**config.mk**
```make
export PLATFORM = sky130hd
export DESIGN_NAME = sfid_core
export DESIGN_NICKNAME = d
export VERILOG_FILES = /design/src/logic/sfid_core.v /design/src/logic/sfid_fifo.v
export VERILOG_INCLUDE_DIRS = /design/src /design/src/logic
export SDC_FILE = /design/constraint.sdc
export NUM_CORES = 1
export LEC_CHECK = 0
export BUFFER_PORTS_ARGS = -buffer_cell sky130_fd_sc_hd__buf_2
export CORE_ASPECT_RATIO = 1.1
export CORE_MARGIN = 4
export CORE_UTILIZATION = 50
export CTS_CLUSTER_SIZE = 24
export DETAILED_ROUTE_END_ITERATION = 10
export GPL_ROUTABILITY_DRIVEN = 1
export PLACE_DENSITY_LB_ADDON = 0.05
export SLEW_MARGIN = 20
export SYNTH_ARGS = -nofsm -noshare
export SYNTH_HDL_FRONTEND = slang
export SYNTH_HIERARCHICAL = 1
export SYNTH_SLANG_ARGS = --single-unit
export TNS_END_PERCENT = 30
```
**constraint.sdc**
```tcl
create_clock -name i_clk -period 3.9 [get_ports i_clk]
set_input_delay 0.39 -clock i_clk [delete_from_list [all_inputs] [get_ports i_clk]]
set_output_delay 0.39 -clock i_clk [all_outputs]
set_load 0.01 [all_outputs]
```
**src/logic/sfid_map.vh**
```
// Constants for the serial flash identification command block
// How it works
// - 90h plus address returns maker then part
// - Identification bytes leave most significant first
// - Address 000001h sends part before maker
// - Pair alternates until chip select rises
// - 9Fh returns maker, part, extended, structure bytes
// - Identity read ignored while operation busy
// - Past structure end data is undefined
// - Chip select high stops identity output
// - ABh plus three dummies returns signature
// - Signature bits change on falling edge
// - Signature repeats every eight clocks
// - Chip select high ends signature read
// - 5Ah, address, eight dummies, then table
// - Table read starts at supplied address
// - Reserved legacy codes accepted, no action
// - Reset returns defaults; mode reset exits
`ifndef SFID_MAP_VH
`define SFID_MAP_VH
`define SFID_CMD_PAIR 8'h90
`define SFID_CMD_FULL 8'h9F
`define SFID_CMD_SIG 8'hAB
`define SFID_CMD_TABLE 8'h5A
`define SFID_CMD_RESET 8'hF0
`define SFID_CMD_RESET_ALT 8'h0F
`define SFID_CMD_MODE_RST 8'hFF
`define SFID_CMD_RSV_A3 8'hA3
`define SFID_CMD_RSV_18 8'h18
`define SFID_CMD_RSV_E5 8'hE5
`define SFID_CMD_RSV_E6 8'hE6
`define SFID_SWAP_ADDR 24'h00_0001
`define SFID_ADDR_BITS 24
`define SFID_SIG_DUMMY_BITS 24
`define SFID_TABLE_DUMMY_BITS 8
`define SFID_FIFO_DEPTH 8
`endif

```
**src/logic/sfid_core.v**
```verilog
// Identification command decoder and serial shifter of the flash
`timescale 1ns/100ps
`default_nettype none
`include "sfid_map.vh"
module sfid_core #(
  // Identity codes, values arbitrary
  parameter [7:0] MAKER_CODE = 8'hA5,
  parameter [7:0] PART_CODE = 8'h5C,
  parameter [7:0] SIG_CODE = 8'h5C,
  parameter TABLE_BYTES = 16,
  parameter INFO_BYTES = 16
) (
  // Clock and control
  input wire i_clk,
  input wire i_reset,
  input wire i_ce,
  // Serial pins
  input wire i_sck,
  input wire i_cs_n,
  input wire i_si,
  output reg o_so,
  output reg o_so_oe,
  // Device state
  input wire i_busy,
  // Command side effects
  output reg o_soft_reset,
  output reg o_mode_exit
);
  // ==========================================
  // Pin synchronisers and edges
  // Reset values match idle pins, no false edge
  reg [1:0] sck_sync;
  reg [1:0] cs_sync;
  reg [1:0] si_sync;
  reg sck_prev;
  wire sck_rise;
  wire sck_fall;
  wire cs_n;
  assign sck_rise = sck_sync[1] && !sck_prev;
  assign sck_fall = !sck_sync[1] && sck_prev;
  assign cs_n = cs_sync[1];
  always @(posedge i_clk) begin
    if (i_reset) begin
      sck_sync <= 2'b00;
      cs_sync <= 2'b11;
      si_sync <= 2'b00;
      sck_prev <= 1'b0;
    end else if (i_ce) begin
      sck_sync <= {sck_sync[0], i_sck};
      cs_sync <= {cs_sync[0], i_cs_n};
      si_sync <= {si_sync[0], i_si};
      sck_prev <= sck_sync[1];
    end
  end

  // ==========================================
  // Byte stores
  function [7:0] info_byte;
    input [7:0] idx;
    begin
      case (idx)
        8'h00: info_byte = MAKER_CODE;
        8'h01: info_byte = 8'h20;
        8'h02: info_byte = PART_CODE;
        8'h03: info_byte = 8'h4D;
        8'h04: info_byte = 8'h00;
        8'h05: info_byte = 8'h80;
        8'h10: info_byte = 8'h51;
        8'h11: info_byte = 8'h52;
        8'h12: info_byte = 8'h59;
        default: info_byte = 8'h00;
      endcase
    end
  endfunction
  function [7:0] table_byte;
    input [7:0] idx;
    begin
      case (idx)
        8'h00: table_byte = 8'h53;
        8'h01: table_byte = 8'h46;
        8'h02: table_byte = 8'h44;
        8'h03: table_byte = 8'h50;
        8'h04: table_byte = 8'h00;
        8'h05: table_byte = 8'h01;
        8'h06: table_byte = 8'h00;
        8'h07: table_byte = 8'hFF;
        default: table_byte = 8'hFF;
      endcase
    end
  endfunction

  // ==========================================
  // Command state
  localparam [2:0] ST_CMD = 3'd0;
  localparam [2:0] ST_ADDR = 3'd1;
  localparam [2:0] ST_DUMMY = 3'd2;
  localparam [2:0] ST_OUT = 3'd3;
  localparam [2:0] ST_IGNORE = 3'd4;
  localparam [1:0] MD_PAIR = 2'd0;
  localparam [1:0] MD_FULL = 2'd1;
  localparam [1:0] MD_SIG = 2'd2;
  localparam [1:0] MD_TABLE = 2'd3;

  reg [2:0] state;
  reg [1:0] mode;
  reg [7:0] cmd_shift;
  reg [23:0] addr;
  reg [4:0] bit_cnt;
  reg [7:0] ptr;
  reg [2:0] out_bit;
  reg [7:0] out_byte;
  reg pending_act;
  wire [7:0] cmd_next;
  assign cmd_next = {cmd_shift[6:0], si_sync[1]};

  // ==========================================
  // Byte FIFO between fetch and shifter
  reg fetch_valid;
  reg [7:0] fetch_data;
  wire fetch_ready;
  wire q_valid;
  wire [7:0] q_data;
  wire q_take;
  wire in_out;
  assign in_out = (state == ST_OUT);
  assign q_take = in_out && sck_fall && (out_bit == 3'd0) && q_valid;

  // Queue flushed while deselected
  sfid_fifo #(
    .WIDTH(8),
    .DEPTH(`SFID_FIFO_DEPTH),
    .AW(3)
  ) u_fifo (
    .i_clk(i_clk),
    .i_reset(i_reset),
    .i_ce(i_ce),
    .i_flush(cs_n),
    .i_in_valid(fetch_valid),
    .i_in_data(fetch_data),
    .o_in_ready(fetch_ready),
    .o_out_valid(q_valid),
    .o_out_data(q_data),
    .i_out_ready(q_take)
  );

  // Next byte for the current command
  always @* begin
    fetch_data = 8'h00;
    case (mode)
      MD_PAIR: fetch_data = ptr[0] ? PART_CODE : MAKER_CODE;
      MD_FULL: fetch_data = info_byte(ptr);
      MD_SIG: fetch_data = SIG_CODE;
      MD_TABLE: fetch_data = table_byte(ptr);
      default: fetch_data = 8'h00;
    endcase
  end
  // Prefetch runs ahead of the shifter
  always @* begin
    fetch_valid = in_out && !cs_n;
  end

  // ==========================================
  // Sequencer
  always @(posedge i_clk) begin
    if (i_reset) begin
      state <= ST_CMD;
      mode <= MD_PAIR;
      cmd_shift <= 8'h00;
      addr <= 24'h00_0000;
      bit_cnt <= 5'd0;
      ptr <= 8'h00;
      out_bit <= 3'd0;
      out_byte <= 8'h00;
      o_so <= 1'b0;
      o_so_oe <= 1'b0;
      o_soft_reset <= 1'b0;
      o_mode_exit <= 1'b0;
      pending_act <= 1'b0;
    end else if (i_ce) begin
      o_soft_reset <= 1'b0;
      o_mode_exit <= 1'b0;
      if (cs_n) begin
        state <= ST_CMD;
        bit_cnt <= 5'd0;
        out_bit <= 3'd0;
        o_so_oe <= 1'b0;
        if (pending_act) begin
          o_soft_reset <= (cmd_shift == `SFID_CMD_RESET) || (cmd_shift == `SFID_CMD_RESET_ALT);
          o_mode_exit <= (cmd_shift == `SFID_CMD_MODE_RST);
        end
        pending_act <= 1'b0;
      end else begin
        if (fetch_valid && fetch_ready) begin
          ptr <= (mode == MD_PAIR) ? {7'd0, ~ptr[0]} : ptr + 8'd1;
        end
        case (state)
          ST_CMD: begin
            if (sck_rise) begin
              cmd_shift <= cmd_next;
              bit_cnt <= bit_cnt + 5'd1;
              if (bit_cnt == 5'd7) begin
                bit_cnt <= 5'd0;
                ptr <= 8'h00;
                addr <= 24'h00_0000;
                case (cmd_next)
                  `SFID_CMD_PAIR: begin
                    mode <= MD_PAIR;
                    state <= ST_ADDR;
                  end
                  `SFID_CMD_FULL: begin
                    mode <= MD_FULL;
                    state <= i_busy ? ST_IGNORE : ST_OUT;
                  end
                  `SFID_CMD_SIG: begin
                    mode <= MD_SIG;
                    state <= ST_ADDR;
                  end
                  `SFID_CMD_TABLE: begin
                    mode <= MD_TABLE;
                    state <= ST_ADDR;
                  end
                  `SFID_CMD_RESET, `SFID_CMD_RESET_ALT, `SFID_CMD_MODE_RST: begin
                    pending_act <= 1'b1;
                    state <= ST_IGNORE;
                  end
                  default: state <= ST_IGNORE;
                endcase
              end
            end
          end
          ST_ADDR: begin
            if (sck_rise) begin
              addr <= {addr[22:0], si_sync[1]};
              bit_cnt <= bit_cnt + 5'd1;
              if (bit_cnt == 5'd23) begin
                bit_cnt <= 5'd0;
                case (mode)
                  MD_PAIR: begin
                    ptr <= ({addr[22:0], si_sync[1]} == `SFID_SWAP_ADDR) ? 8'h01 : 8'h00;
                    state <= ST_OUT;
                  end
                  MD_SIG: state <= ST_OUT;
                  MD_TABLE: begin
                    ptr <= {addr[6:0], si_sync[1]};
                    state <= ST_DUMMY;
                  end
                  default: state <= ST_OUT;
                endcase
              end
            end
          end
          ST_DUMMY: begin
            if (sck_rise) begin
              bit_cnt <= bit_cnt + 5'd1;
              if (bit_cnt == 5'd7) begin
                bit_cnt <= 5'd0;
                state <= ST_OUT;
              end
            end
          end
          ST_OUT: begin
            if (sck_fall) begin
              o_so_oe <= 1'b1;
              // Byte boundary pulls next byte
              if (out_bit == 3'd0) begin
                o_so <= q_data[7];
                out_byte <= {q_data[6:0], 1'b0};
              end else begin
                o_so <= out_byte[7];
                out_byte <= {out_byte[6:0], 1'b0};
              end
              out_bit <= out_bit + 3'd1;
            end
          end
          ST_IGNORE: begin
            // Rest of frame discarded
            state <= ST_IGNORE;
          end
          default: state <= ST_CMD;
        endcase
      end
    end
  end
endmodule
`default_nettype wire

```
**src/logic/sfid_fifo.v**
```verilog
// Small synchronous FIFO with valid and ready on both sides
`timescale 1ns/100ps
`default_nettype none
module sfid_fifo #(
  parameter WIDTH = 8,
  parameter DEPTH = 8,
  parameter AW = 3
) (
  // Clock and control
  input wire i_clk,
  input wire i_reset,
  input wire i_ce,
  input wire i_flush,
  // Fill side
  input wire i_in_valid,
  input wire [WIDTH-1:0] i_in_data,
  output wire o_in_ready,
  // Drain side
  output wire o_out_valid,
  output reg [WIDTH-1:0] o_out_data,
  input wire i_out_ready
);
  reg [WIDTH-1:0] mem [0:DEPTH-1];
  reg [AW-1:0] wr_ptr;
  reg [AW-1:0] rd_ptr;
  reg [AW:0] count;
  wire do_wr;
  wire do_rd;
  assign o_in_ready = (count != DEPTH[AW:0]);
  assign o_out_valid = (count != {(AW+1){1'b0}});
  assign do_wr = i_in_valid && o_in_ready;
  assign do_rd = o_out_valid && i_out_ready;
  always @* begin
    o_out_data = mem[rd_ptr];
  end
  always @(posedge i_clk) begin
    if (i_reset || (i_ce && i_flush)) begin
      wr_ptr <= {AW{1'b0}};
      rd_ptr <= {AW{1'b0}};
      count <= {(AW+1){1'b0}};
    end else if (i_ce) begin
      if (do_wr) begin
        mem[wr_ptr] <= i_in_data;
        wr_ptr <= (wr_ptr == DEPTH[AW-1:0] - 1'b1) ? {AW{1'b0}} : wr_ptr + 1'b1;
      end
      if (do_rd) begin
        rd_ptr <= (rd_ptr == DEPTH[AW-1:0] - 1'b1) ? {AW{1'b0}} : rd_ptr + 1'b1;
      end
      if (do_wr && !do_rd) begin
        count <= count + 1'b1;
      end else if (do_rd && !do_wr) begin
        count <= count - 1'b1;
      end
    end
  end
endmodule
`default_nettype wire

```
Word level (Yosys, flattened, before mapping) --
Memory sizes are Yosys's and may differ from the RTL's. A register that Yosys moved wholly into a read port is not among the register bits. Cells that the tools add are included.
Word-level totals: memory bits (writable) 64, memories kept 3, ROM bits 320, logic and storage cells 181, latch bits 0, register bits after elaboration 82
Operators by class: order comparisons 0, shift-type cells 0, $add $sub $neg 7, equality and inequality tests 34, multipliers 0, reduce and logical (&&, ||, !) cells 49, multiplexer cells 66, divide/modulo/power cells 0, bitwise logic cells 2
Memory list:
- (no name shown) | depth 32, bits a word 8, rd ports 1, clocked after Yosys merged registers in 1, write ports 0, RTL line sfid_core.v:61 | case (idx)
- (no name shown) | depth 8, bits a word 8, rd ports 1, clocked after Yosys merged registers in 1, write ports 0, RTL line sfid_core.v:78 | case (idx)
- u_fifo.mem | depth 8, bits a word 8, rd ports 1, clocked after Yosys merged registers in 1, write ports 1, RTL line sfid_fifo.v:23 | reg [WIDTH-1:0] mem [0:DEPTH-1];
Operators with widths (count):
- 2-to-1 mux 8 bit | 10
- 2-to-1 mux 23 bit | 3
- equality test 8 bit (second input constant) | 7
- 2-to-1 mux 3 bit | 17
- one-hot mux 23 bit (2 select lines) | 1
- 2-to-1 mux 5 bit | 7
- one-hot mux 8 bit (2 select lines) | 2
- one-hot mux 8 bit (4 select lines) | 1
- equality test 24 x 1 -> 1 bit (second input constant) | 1
- 2-to-1 mux 1 bit | 19
- inequality test 3 bit (second input constant) | 6
- equality test 8 x 4 -> 1 bit (second input constant) | 2
- nonzero test 2 bit | 8
- one-hot mux 3 bit (5 select lines) | 1
- AND reduction 4 bit | 3
- AND reduction 6 bit | 2
- logical AND 1 bit | 11
- one-hot mux 5 bit (2 select lines) | 1
- adder 3 x 1 -> 3 bit (second input constant) | 3
- equality test 3 bit (second input constant) | 3
- zero test 3 bit | 3
- adder 8 x 1 -> 8 bit (second input constant) | 1
- equality test 8 x 7 -> 1 bit (second input constant) | 1
- 2-to-1 mux 4 bit | 2
- other kinds (27) | 43

Logic depth before layout (Yosys ltp) --
Gate-level depths: netlist of run 1.
depth in word-level cells 10, gate-level depth with buffers 13, gate-level depth less buffers 12

By module --
Netlist of run 1, hierarchy kept.
Modules (own cells, without submodules):
- sfid_core | cells an instance 544, seq. area each 1701.6 µm², instances 1, area an instance 4478.0 µm²
- sfid_fifo | cells an instance 169, seq. area each 2182.1 µm², instances 1, area an instance 3160.5 µm²

Worst setup path before layout of run 1 --
OpenSTA, ideal clock, no wires.
kind reg-to-reg, from reg state[1], to reg u_fifo.count[3], data arrival time 2807 ps, required time 3779 ps, stages on the path, launching flop included 13, slack 972 ps, cells stage by stage dfxtp_1 buf_4 nand2_1 nor4b_2 and3_1 nand2_1 ha_1 inv_1 ha_1 a21o_1 a21oi_1 mux2i_1 mux2_2
On the way: longest elaborated chain between the ends 9, elaborated cells between the ends (all ways) 14
Ends and longest elaborated chain:
- from (decl) | RTL line sfid_core.v:104 | reg [2:0] state;
- from (signal assigned) | RTL line sfid_core.v:212 | state <= i_busy ? ST_IGNORE : ST_OUT;
- equality test 3 x 2 -> 1 bit (*) | RTL line sfid_core.v:125 | assign in_out = (state == ST_OUT);
- logical AND 1 bit (*) (3 in series) | RTL line sfid_core.v:126 | assign q_take = in_out && sck_fall && (out_bit == 3'd0) && q_valid;
- named net q_take | RTL line sfid_core.v:123 | wire q_take;
- logical AND 1 bit (*) | RTL line sfid_fifo.v:32 | assign do_rd = o_out_valid && i_out_ready;
- zero test 1 bit | RTL line sfid_fifo.v:49 | if (do_wr && !do_rd) begin
- logical AND 1 bit | RTL line sfid_fifo.v:49
- nonzero test 2 bit (no source line)
- AND reduction 2 bit (no source line)
- to (signal assigned) | RTL line sfid_fifo.v:40 | count <= {(AW+1){1'b0}};
- to (signal assigned) | RTL line sfid_fifo.v:50 | count <= count + 1'b1;
- to (signal assigned) | RTL line sfid_fifo.v:52 | count <= count - 1'b1;
- to (decl) | RTL line sfid_fifo.v:26 | reg [AW:0] count;
The timed path passes the listed nets; every way through them passes the cells marked *. A chain may end at the register's enable or synchronous reset.

Worst setup path in the final report of run 1 --
Ends and elaborated chain as after synthesis.

==> impl_metrics.toml, run 1 <==
[placement]
post-dp-hpwl_mm = 11.5
place_congestion = 0.845
placedInstanceArea_um2 = 7760
io_buffers = 10

[cts]
clock_sinks = 162
cts_resized = 0
cts_buffer_depth = 2
htree_levels = 4
root_buffer = "clkbuf_16"
postCtsSetupBuffers = 0
worstSkewPairLatency_ns = 0.42
cts.clk_slew.worst_paths_ns = 0.06
holdBufCountCts = 0
cts_buffers = 17
cts_tree = "yes"

[timing]
timing.hold.ws_ns = 0.193
tns_ns = 0
clock_skew_ns = 0.00834
period_share_pct = 78.0
maxSlewHeadroom_pct = 40.2
max_freq_mhz = 329
report.final.hold_viol_count = 0
fin_crit_ns = 3.04
finalSetupViolations = 0
rsz0062_at_grt = "no"
worst_pin_slew_ns = 0.895
finalMaxSlewViolations = 0

[synthesis]
synth-seq-cells = 162
ys_types = 84
ys_warn_count = 6
netlist_area_um2 = 7640
avgSynthCellArea_um2 = 10.7
async_reset_ff_share_pct = 0
synth_top_flop_cell = "dfxtp_1"
syn_nets = 741
synthCells = 713
synth_edf_count = 64
ys_seq_area_share_pct = 50.8

[route]
vias_per_cell = 5.68
postRouteAntennaNets = 0
drc = 0
num_vias = 5206
drt-total-wl_mm = 16.0
avgRoutedWirePerCell_um = 17.4
drtIter0Drc = 363
drt_first_pass_iters = 5

[grt]
grt_pass1_vias = 5031
grt_max_degree = 48
antenna_found_initial = 0
grt_pass1_wl_mm = 25.8
gr-total-overflow = 0
grtUsageTotal_pct = 19.1

[pwr]
p_switching_mw = 0.757
pwr_density_cell_nw_per_um2 = 420
combinationalPowerShare_pct = 3.0
ir_worst_vdd_mv = 0.253
intPower_mw = 2.75
power_leakage_nw = 3.12
clkPwrFrac_pct = 46.0
p_seq_share_pct = 51.0
p_sw_share_pct = 21.6

[run_status]
status = "finished, final reports clean"

[final_layout]
drive_above_1_share_pct = 12.8
finalInstanceArea_um2 = 8350
final_common_cell = "dfxtp_1"
num_antenna_cells = 0
multi_input_area_um2 = 3400
area_growth_syn_to_layout_pct = 9.27
layout.nets = 736
fillCellCount = 1358
layout_common_cells = "dfxtp_1, nor2_1, a21oi_1, nand2_1, edfxtp_1"
regArea_um2 = 3880

[worst_setup_path]
ff2ff_path_depth = 12
arrival_ns = 3.35
startpoint = "state[1]$_SDFFE_PP0P_"
end_kind = "flop"
critPathTopFamily = "flip-flops"
critPathSlowestCell = "dfxtp_1"
timing.critical_path.buf_inv = 2
regToRegStartpoint = "state[1]$_SDFFE_PP0P_"
path_class = "reg -> reg"
cp_max_fo = 12
crit_path_start_kind = "flop"
cp.depth = 12
slowest_delay_ns = 0.62
path_cells = "nand2_1 > nor4b_2 > buf_4 > and3_1 > nand2_1 > ha_1 > inv_1 > ha_1 > a21o_1 > a21oi_1 > mux2i_1 > mux2_2"
cp.required_ns = 4.20

[floorplanning]
die_area_um2 = 17300
core-area_um2 = 15000
num_rows = 47
die_height_um = 138
die_x_um = 126
ios = 11
start_util_pct = 50.9

[job]
cap_viol_max_count = 0

[min_path]
hp-start = "i_cs_n"
worst_hold_path_type = "in -> reg"
worstHoldPathCells = 3
[worst register-to-register path: cells and delay by family, from the launching register on]
kind / cells / cell delay (ns)
buf+inv: 2 / 0.34
fa+ha+maj: 2 / 0.46
mux: 2 / 0.56
compound gates: 2 / 0.37
flops: 1 / 0.62
simple gates: 4 / 0.60
[kinds of logic after synthesis]
kind of cell | after synthesis | synth area share [%]
buf+inv | 68 | 4.65
simple gates | 263 | 18.1
flops | 162 | 50.8
fa+ha+maj | 21 | 3.54
xor+xnor | 5 | 0.573
mux | 56 | 10.9
compound gates | 138 | 11.5
[routing by layer]
| layer | vias up | share of wire, % | global-route usage (%) |
|---|---|---|---|
| li1 | 2605 | - | - |
| met1 | 2512 | 43 | 21.6 |
| met2 | 72 | 54 | 36.4 |
| met3 | 17 | 2.4 | 4.03 |
| met4 | 0 | 1.2 | 5.48 |
| met5 | - | 0 | 0 |
[per-stage QoR]
step / total power, mW / cells / utilization, % / setup WS, ns
2_1_floorplan: 1.90 / 713 / - / 0.972
3_3_place_gp: 1.93 / 885 / 51.8 / 0.992
3_5_place_dp: 1.93 / 885 / 51.8 / 0.882
4_1_cts: 3.55 / 917 / 55.7 / 0.867
5_1_grt: 3.65 / 917 / 55.7 / 0.659
6_report: 3.51 / 917 / 55.7 / 0.858
[final cells by class]
class / count / share of cell area, %
sequential: 162 / 46.5
multi-input combinational: 483 / 40.7
clock buffer: 20 / 5.59
tap: 196 / 2.94
timing repair buffer: 25 / 1.95
clock inverter: 12 / 1.41
inverter: 19 / 0.854
[final timing paths]
path                                        to  slack [ns]
setup reg to reg  u_fifo/count[3]$_SDFFE_PP0P_        0.86
hold / removal         cs_sync[0]$_SDFFE_PP1P_        0.19
setup / recovery  u_fifo/count[3]$_SDFFE_PP0P_        0.86
hold reg to reg       out_byte[1]$_SDFFE_PP0P_        0.45
[cell usage after synthesis, drive strengths merged (8+ instances only)]
master,number,area [um2]
mux2,10,113
ha,20,250
clkbuf,29,139
edfxtp,64,1920
buf,20,145
o21ai,23,115
nor2,71,267
nand2,64,240
dfxtp,98,1960
mux4,16,417
mux2i,30,300
nand4,15,93.8
and2,9,60.1
nor3,14,75.1
or3,8,51.3
nand3,34,175
a21oi,68,344
inv,18,67.6
[power by group through the flow]
stage                     clock, mW  combinational [mW]  sequential, mW
final                          1.62               0.104            1.79
after CTS                      1.66               0.106            1.79
after global placement            0               0.102            1.83
after detailed placement          0               0.105            1.83
after floorplan                   0              0.0786            1.82
after global routing           1.74               0.115            1.79
No activity file was read; power rests on OpenSTA's default activity.
==> run 2, diff against run 1 <==
--- a/config.mk
+++ b/config.mk
@@ -6,6 +6,7 @@
 export SDC_FILE = /design/constraint.sdc
 export NUM_CORES = 1
 export LEC_CHECK = 0
+export ABC_AREA = 1
 export BUFFER_PORTS_ARGS = -buffer_cell sky130_fd_sc_hd__buf_2
 export CORE_ASPECT_RATIO = 1.1
 export CORE_MARGIN = 4
==> constraint.sdc (replaced) <==
create_clock -name i_clk -period 2.9 [get_ports i_clk]
set_input_delay 0.29 -clock i_clk [delete_from_list [all_inputs] [get_ports i_clk]]
set_output_delay 0.29 -clock i_clk [all_outputs]
set_load 0.01 [all_outputs]
==> run 2 against run 1 <==
Compared with the run above: critical path depth up 3; final cell count up 26%; synthesized cell count up 31%; global-route usage up 0.70 points; total power up 39%; count of clock-buffer cells in the layout down 3; worst hold slack worse by 0.11 ns; area after synthesis up 2.2%.
==> impl_metrics.toml, run 2 <==
[pwr]
ir_worst_vdd_mv = 0.434
pwr_density_cell_nw_per_um2 = 569
p_sw_share_pct = 23.0
p_switching_mw = 1.12
finalPower_mw = 4.87
combinationalPowerShare_pct = 4.6
clkPwrFrac_pct = 45.4
intPower_mw = 3.75
p_seq_share_pct = 50.0
power_leakage_nw = 3.31

[synthesis]
synth-seq-cells = 162
synth_top_flop_cell = "dfxtp_1"
ys_seq_area_share_pct = 49.8
yosysMostFrequentCell = "nand2_1"
yosysTopAreaCell = "dfxtp_1"
synth_edf_count = 64
netlist_area_um2 = 7800
async_reset_ff_share_pct = 0
synthCells = 935
ys_top_cells_by_area = "dfxtp_1, edfxtp_1, nand2_1"
ys_top_cells_by_count = "nand2_1, nor2_1, dfxtp_1"
syn_nets = 963
avgSynthCellArea_um2 = 8.35
synth_top_area_share_pct = 25.1
ys_types = 51
ys_warn_count = 6

[grt]
grt_pass1_vias = 5866
gr-total-overflow = 0
antenna_found_initial = 0
grtUsageTotal_pct = 19.8
grt_max_degree = 33
grt_pass1_wl_mm = 28.3

[cts]
cts_resized = 0
cts.clk_slew.worst_paths_ns = 0.07
cts_buffer_depth = 2
holdBufCountCts = 0
cts_buffers = 17
htree_levels = 4
root_buffer = "clkbuf_16"
postCtsSetupBuffers = 0
worstSkewPairLatency_ns = 0.43
cts_tree = "yes"
clock_sinks = 162

[final_layout]
area_growth_syn_to_layout_pct = 9.59
layout_common_cells = "nand2_1, nor2_1, dfxtp_1, inv_1, edfxtp_1"
fin_util_pct = 56.4
fin_cells = 1157
final_common_cell = "nand2_1"
layout.nets = 977
num_antenna_cells = 0
drive_above_1_share_pct = 12.2
finalInstanceArea_um2 = 8550

[timing]
layout_setup_ws_ns = 0.283
period_share_pct = 90.2
timing.hold.ws_ns = 0.0816
finalMaxSlewViolations = 0
report.final.hold_viol_count = 0
rsz0062_at_grt = "no"
finalSetupViolations = 0
clock_skew_ns = 0.00837
max_freq_mhz = 382
worst_pin_slew_ns = 0.831
maxSlewHeadroom_pct = 44.3
tns_ns = 0
fin_crit_ns = 2.62

[floorplanning]
die_height_um = 139
die_x_um = 127
core-area_um2 = 15200
start_util_pct = 51.4
die_area_um2 = 17700
ios = 11
num_rows = 47

[worst_setup_path]
end_kind = "flop"
cp_max_fo = 9
cp.required_ns = 3.23
crit_path_start_kind = "flop"
startpoint = "out_bit[0]$_SDFFE_PP0P_"
arrival_ns = 2.95
path_class = "reg -> reg"
regToRegStartpoint = "out_bit[0]$_SDFFE_PP0P_"

[run_status]
status = "finished, final reports clean"

[route]
drtIter0Drc = 441
drt-total-wl_mm = 16.7
num_vias = 6067
drc = 0
postRouteAntennaNets = 0
avgRoutedWirePerCell_um = 14.4
drt_first_pass_iters = 5
vias_per_cell = 5.24

[placement]
post-dp-hpwl_mm = 11.8
place_congestion = 0.906
dp_cells = 1126
placedInstanceArea_um2 = 7970
pre_cts_ws_ns = 0.304
io_buffers = 10

[job]
cap_viol_max_count = 0

[min_path]
worst_hold_path_type = "in -> reg"
hp-start = "i_cs_n"
==> run 2: changes by cell type in the layout (fill, tap and decap cells not counted), moves of 23 or more <==
cell,delta
nand2_1,+162
nor2_1,+65
inv_1,+50
mux2i_1,-30
o21ai_1,+30
o21ai_0,+23
==> run 2: cell type report <==
type	instances	area, um2
repair buffers	27	178
flip-flops and latches	162	3880
clock inverters	14	154
multi-input cells	661	3360
well taps	196	245
inverters	80	308
clock buffers	17	425
fillers	1375	6620
==> run 2: logic make-up (layout without fill, tap and decap cells) <==
group / count (synthesis) / after routing / share of synthesized area, %
xor+xnor: 4 / 4 / 0.449
fa+ha+maj: 21 / 21 / 3.46
buf+inv: 112 / 138 / 7.20
flops: 162 / 162 / 49.8
compound gates: 170 / 170 / 12.5
simple gates: 466 / 466 / 26.7
==> run 2: routing by layer <==
layer  routed length (um)  share of wire, %  vias up  global-route usage [%]
li1                     -                 -     3128                       -
met1                 7580                45     2821                    24.5
met2                 8290                50       95                    33.8
met3                  454               2.7       23                    4.35
met4                  343               2.1        0                    7.23
met5                    0                 0        -                       0
==> run 2: critical path: stages, from the launching register on <==
cell and delay, ns:
dfxtp_1 0.37, inv_1 0.06, ha_1 0.18, nand2_1 0.21
clkinv_1 0.27, nand3_1 0.13, nor2_1 0.09, nand2_1 0.08
ha_1 0.16, inv_1 0.09, ha_1 0.32, or2_2 0.29
nand3_1 0.09, nand3_1 0.07, nand2_1 0.06, inv_1 0.04
==> run 2: final timing paths <==
| kind | endpoint | slack (ns) | cells past startpoint |
|---|---|---|---|
| setup / recovery | u_fifo/count[3]$_SDFFE_PP0P_ | 0.28 | 15 |
| hold / removal | cs_sync[0]$_SDFFE_PP1P_ | 0.08 | 3 |
| setup reg to reg | u_fifo/count[3]$_SDFFE_PP0P_ | 0.28 | 15 |
| hold reg to reg | o_so_oe$_SDFFE_PP0P_ | 0.46 | 2 |
==> run 2: power groups by stage <==
stage                     Clock [mW]  Sequential [mW]  Combinational (mW)
after floorplan                    0             2.48               0.182
after global placement             0             2.49               0.220
after detailed placement           0             2.49               0.223
after CTS                       2.25             2.44               0.224
after global routing            2.36             2.44               0.252
final                           2.21             2.44               0.223
==> run 3, diff against run 2 <==
==> constraint.sdc (replaced) <==
create_clock -name i_clk -period 2.2 [get_ports i_clk]
set_input_delay 0.22 -clock i_clk [delete_from_list [all_inputs] [get_ports i_clk]]
set_output_delay 0.22 -clock i_clk [all_outputs]
set_load 0.01 [all_outputs]
==> run 3 against run 2 <==
Compared with the run above: worst hold slack lost 0.061 ns; combinational power rose by 54%; via count grew 2.8%; non-clock buffer count increased by 32; design area grew 3.7%; total power rose by 34%; largest power group unchanged.
==> impl_metrics.toml, run 3 (synthesis gave the netlist of run 2 again) <==
[run_status]
status = "finished, final reports clean"

[timing]
max_freq_mhz = 474
fin_crit_ns = 2.11
finalMaxSlewViolations = 0
finalSetupViolations = 0
report.final.hold_viol_count = 0
worst_pin_slew_ns = 0.744
timing.hold.ws_ns = 0.0202
clock_skew_ns = 0.00886
period_share_pct = 95.9
rsz0062_at_grt = "yes"
maxSlewHeadroom_pct = 50.1

[grt]
grt_max_degree = 38
gr-usage-met2_pct = 36.9
gr-max-usage-layer = "met2"
antenna_found_initial = 0
met1_usage_pct = 23.9
grt_pass1_vias = 6113
gr-total-overflow = 0
grtUsageMet3_pct = 3.70
grtUsageTotal_pct = 20.5
grt_pass1_wl_mm = 29.1

[cts]
clock_sinks = 162
cts_buffers = 17
cts.clk_slew.worst_paths_ns = 0.06
worstSkewPairLatency_ns = 0.42
cts_buffer_depth = 2
htree_levels = 4
cts_tree = "yes"
root_buffer = "clkbuf_16"

[final_layout]
num_antenna_cells = 0
fin_cells = 1190
layout_common_cells = "nand2_1, nor2_1, dfxtp_1, edfxtp_1, inv_1"
finalInstanceArea_um2 = 8870
drive_above_1_share_pct = 16.4
fin_util_pct = 58.4
final_common_cell = "nand2_1"
layout.nets = 1009
area_growth_syn_to_layout_pct = 13.6

[floorplanning]
core-area_um2 = 15200
die_height_um = 139
die_area_um2 = 17700
ios = 11
start_util_pct = 51.4
die_x_um = 127
num_rows = 47

[route]
postRouteAntennaNets = 0
drt_first_pass_iters = 4
drt-total-wl_mm = 17.6
drc = 0
drtIter0Drc = 441
num_vias = 6235
avgRoutedWirePerCell_um = 14.8
vias_per_cell = 5.24

[placement]
placedInstanceArea_um2 = 8190
dp_cells = 1154
io_buffers = 10
post-dp-hpwl_mm = 12.6
place_congestion = 0.880

[worst_setup_path]
cp.required_ns = 2.53
arrival_ns = 2.44
end_kind = "flop"
cp_max_fo = 6
path_class = "reg -> reg"
crit_path_start_kind = "flop"

[pwr]
ir_worst_vdd_mv = 0.476
pwr_density_cell_nw_per_um2 = 736
power_leakage_nw = 3.47

[job]
cap_viol_max_count = 0

[min_path]
worst_hold_path_type = "in -> reg"
-- run 3: repair_timing --
item / 4_1_cts / 5_1_grt
pin swaps: 1 / 2
setup endpoints to repair: 2 / 15
buffers inserted: 0 / 4
gates cloned: 0 / 0
gates resized for setup: 1 / 17
hold buffers: 0 / 0
endpoints found under the hold margin: 0 / 0
-- run 3: final timing paths --
| kind | startpoint | to | slack (ns) | cells after the start |
|---|---|---|---|---|
| worst max-delay path | u_fifo/count[1]$_SDFFE_PP0P_ | u_fifo/count[3]$_SDFFE_PP0P_ | 0.09 | 13 |
| worst min register to register | o_so_oe$_SDFFE_PP0P_ | o_so_oe$_SDFFE_PP0P_ | 0.45 | 2 |
| worst max register to register | u_fifo/count[1]$_SDFFE_PP0P_ | u_fifo/count[3]$_SDFFE_PP0P_ | 0.09 | 13 |
| worst min-delay path | i_cs_n | cs_sync[0]$_SDFFE_PP1P_ | 0.02 | 3 |
-- run 3: layer usage --
| metal | wire length (um) | up-vias |
|---|---|---|
| met5 | 0 | - |
| li1 | - | 3194 |
| met4 | 425 | 0 |
| met1 | 7560 | 2895 |
| met2 | 9160 | 114 |
| met3 | 500 | 32 |
-- run 3: per-stage QoR --
step,worst slack [ns],total power [mW],setup TNS [ns]
final,0.0908,6.52,0
after global routing,-0.0192,6.77,-0.0416
after CTS,0.00913,6.57,0
after detailed placement,-0.00921,3.60,-0.0161
after global placement,0.0770,3.59,0
after floorplan,0.00779,3.50,0
-- run 3: power by group --
part           internal, mW  total, mW  switching, mW
combinational         0.119      0.344          0.225
sequential             3.17       3.20         0.0339
clock                  1.79       2.98           1.19
total                  5.08       6.52           1.44
-- run 3: worst max-delay path, stage by stage (launching register included) --
cell,delay [ns]
dfxtp_1,0.45
nor2_4,0.08
nand2_2,0.11
nand3_1,0.10
nor2_2,0.11
nand2_1,0.07
ha_2,0.19
inv_1,0.07
ha_1,0.25
or2_2,0.30
nand3_1,0.09
nand3_1,0.08
nand2_1,0.06
inv_1,0.03
-- run 3: layout make-up --
class                   count  area, um2
clock buffers              20        437
clock inverters            12        158
fillers                  1371       6310
inverters                  80        309
multi-input cells         661       3410
flip-flops and latches    162       3890
well taps                 196        245
repair buffers             59        418
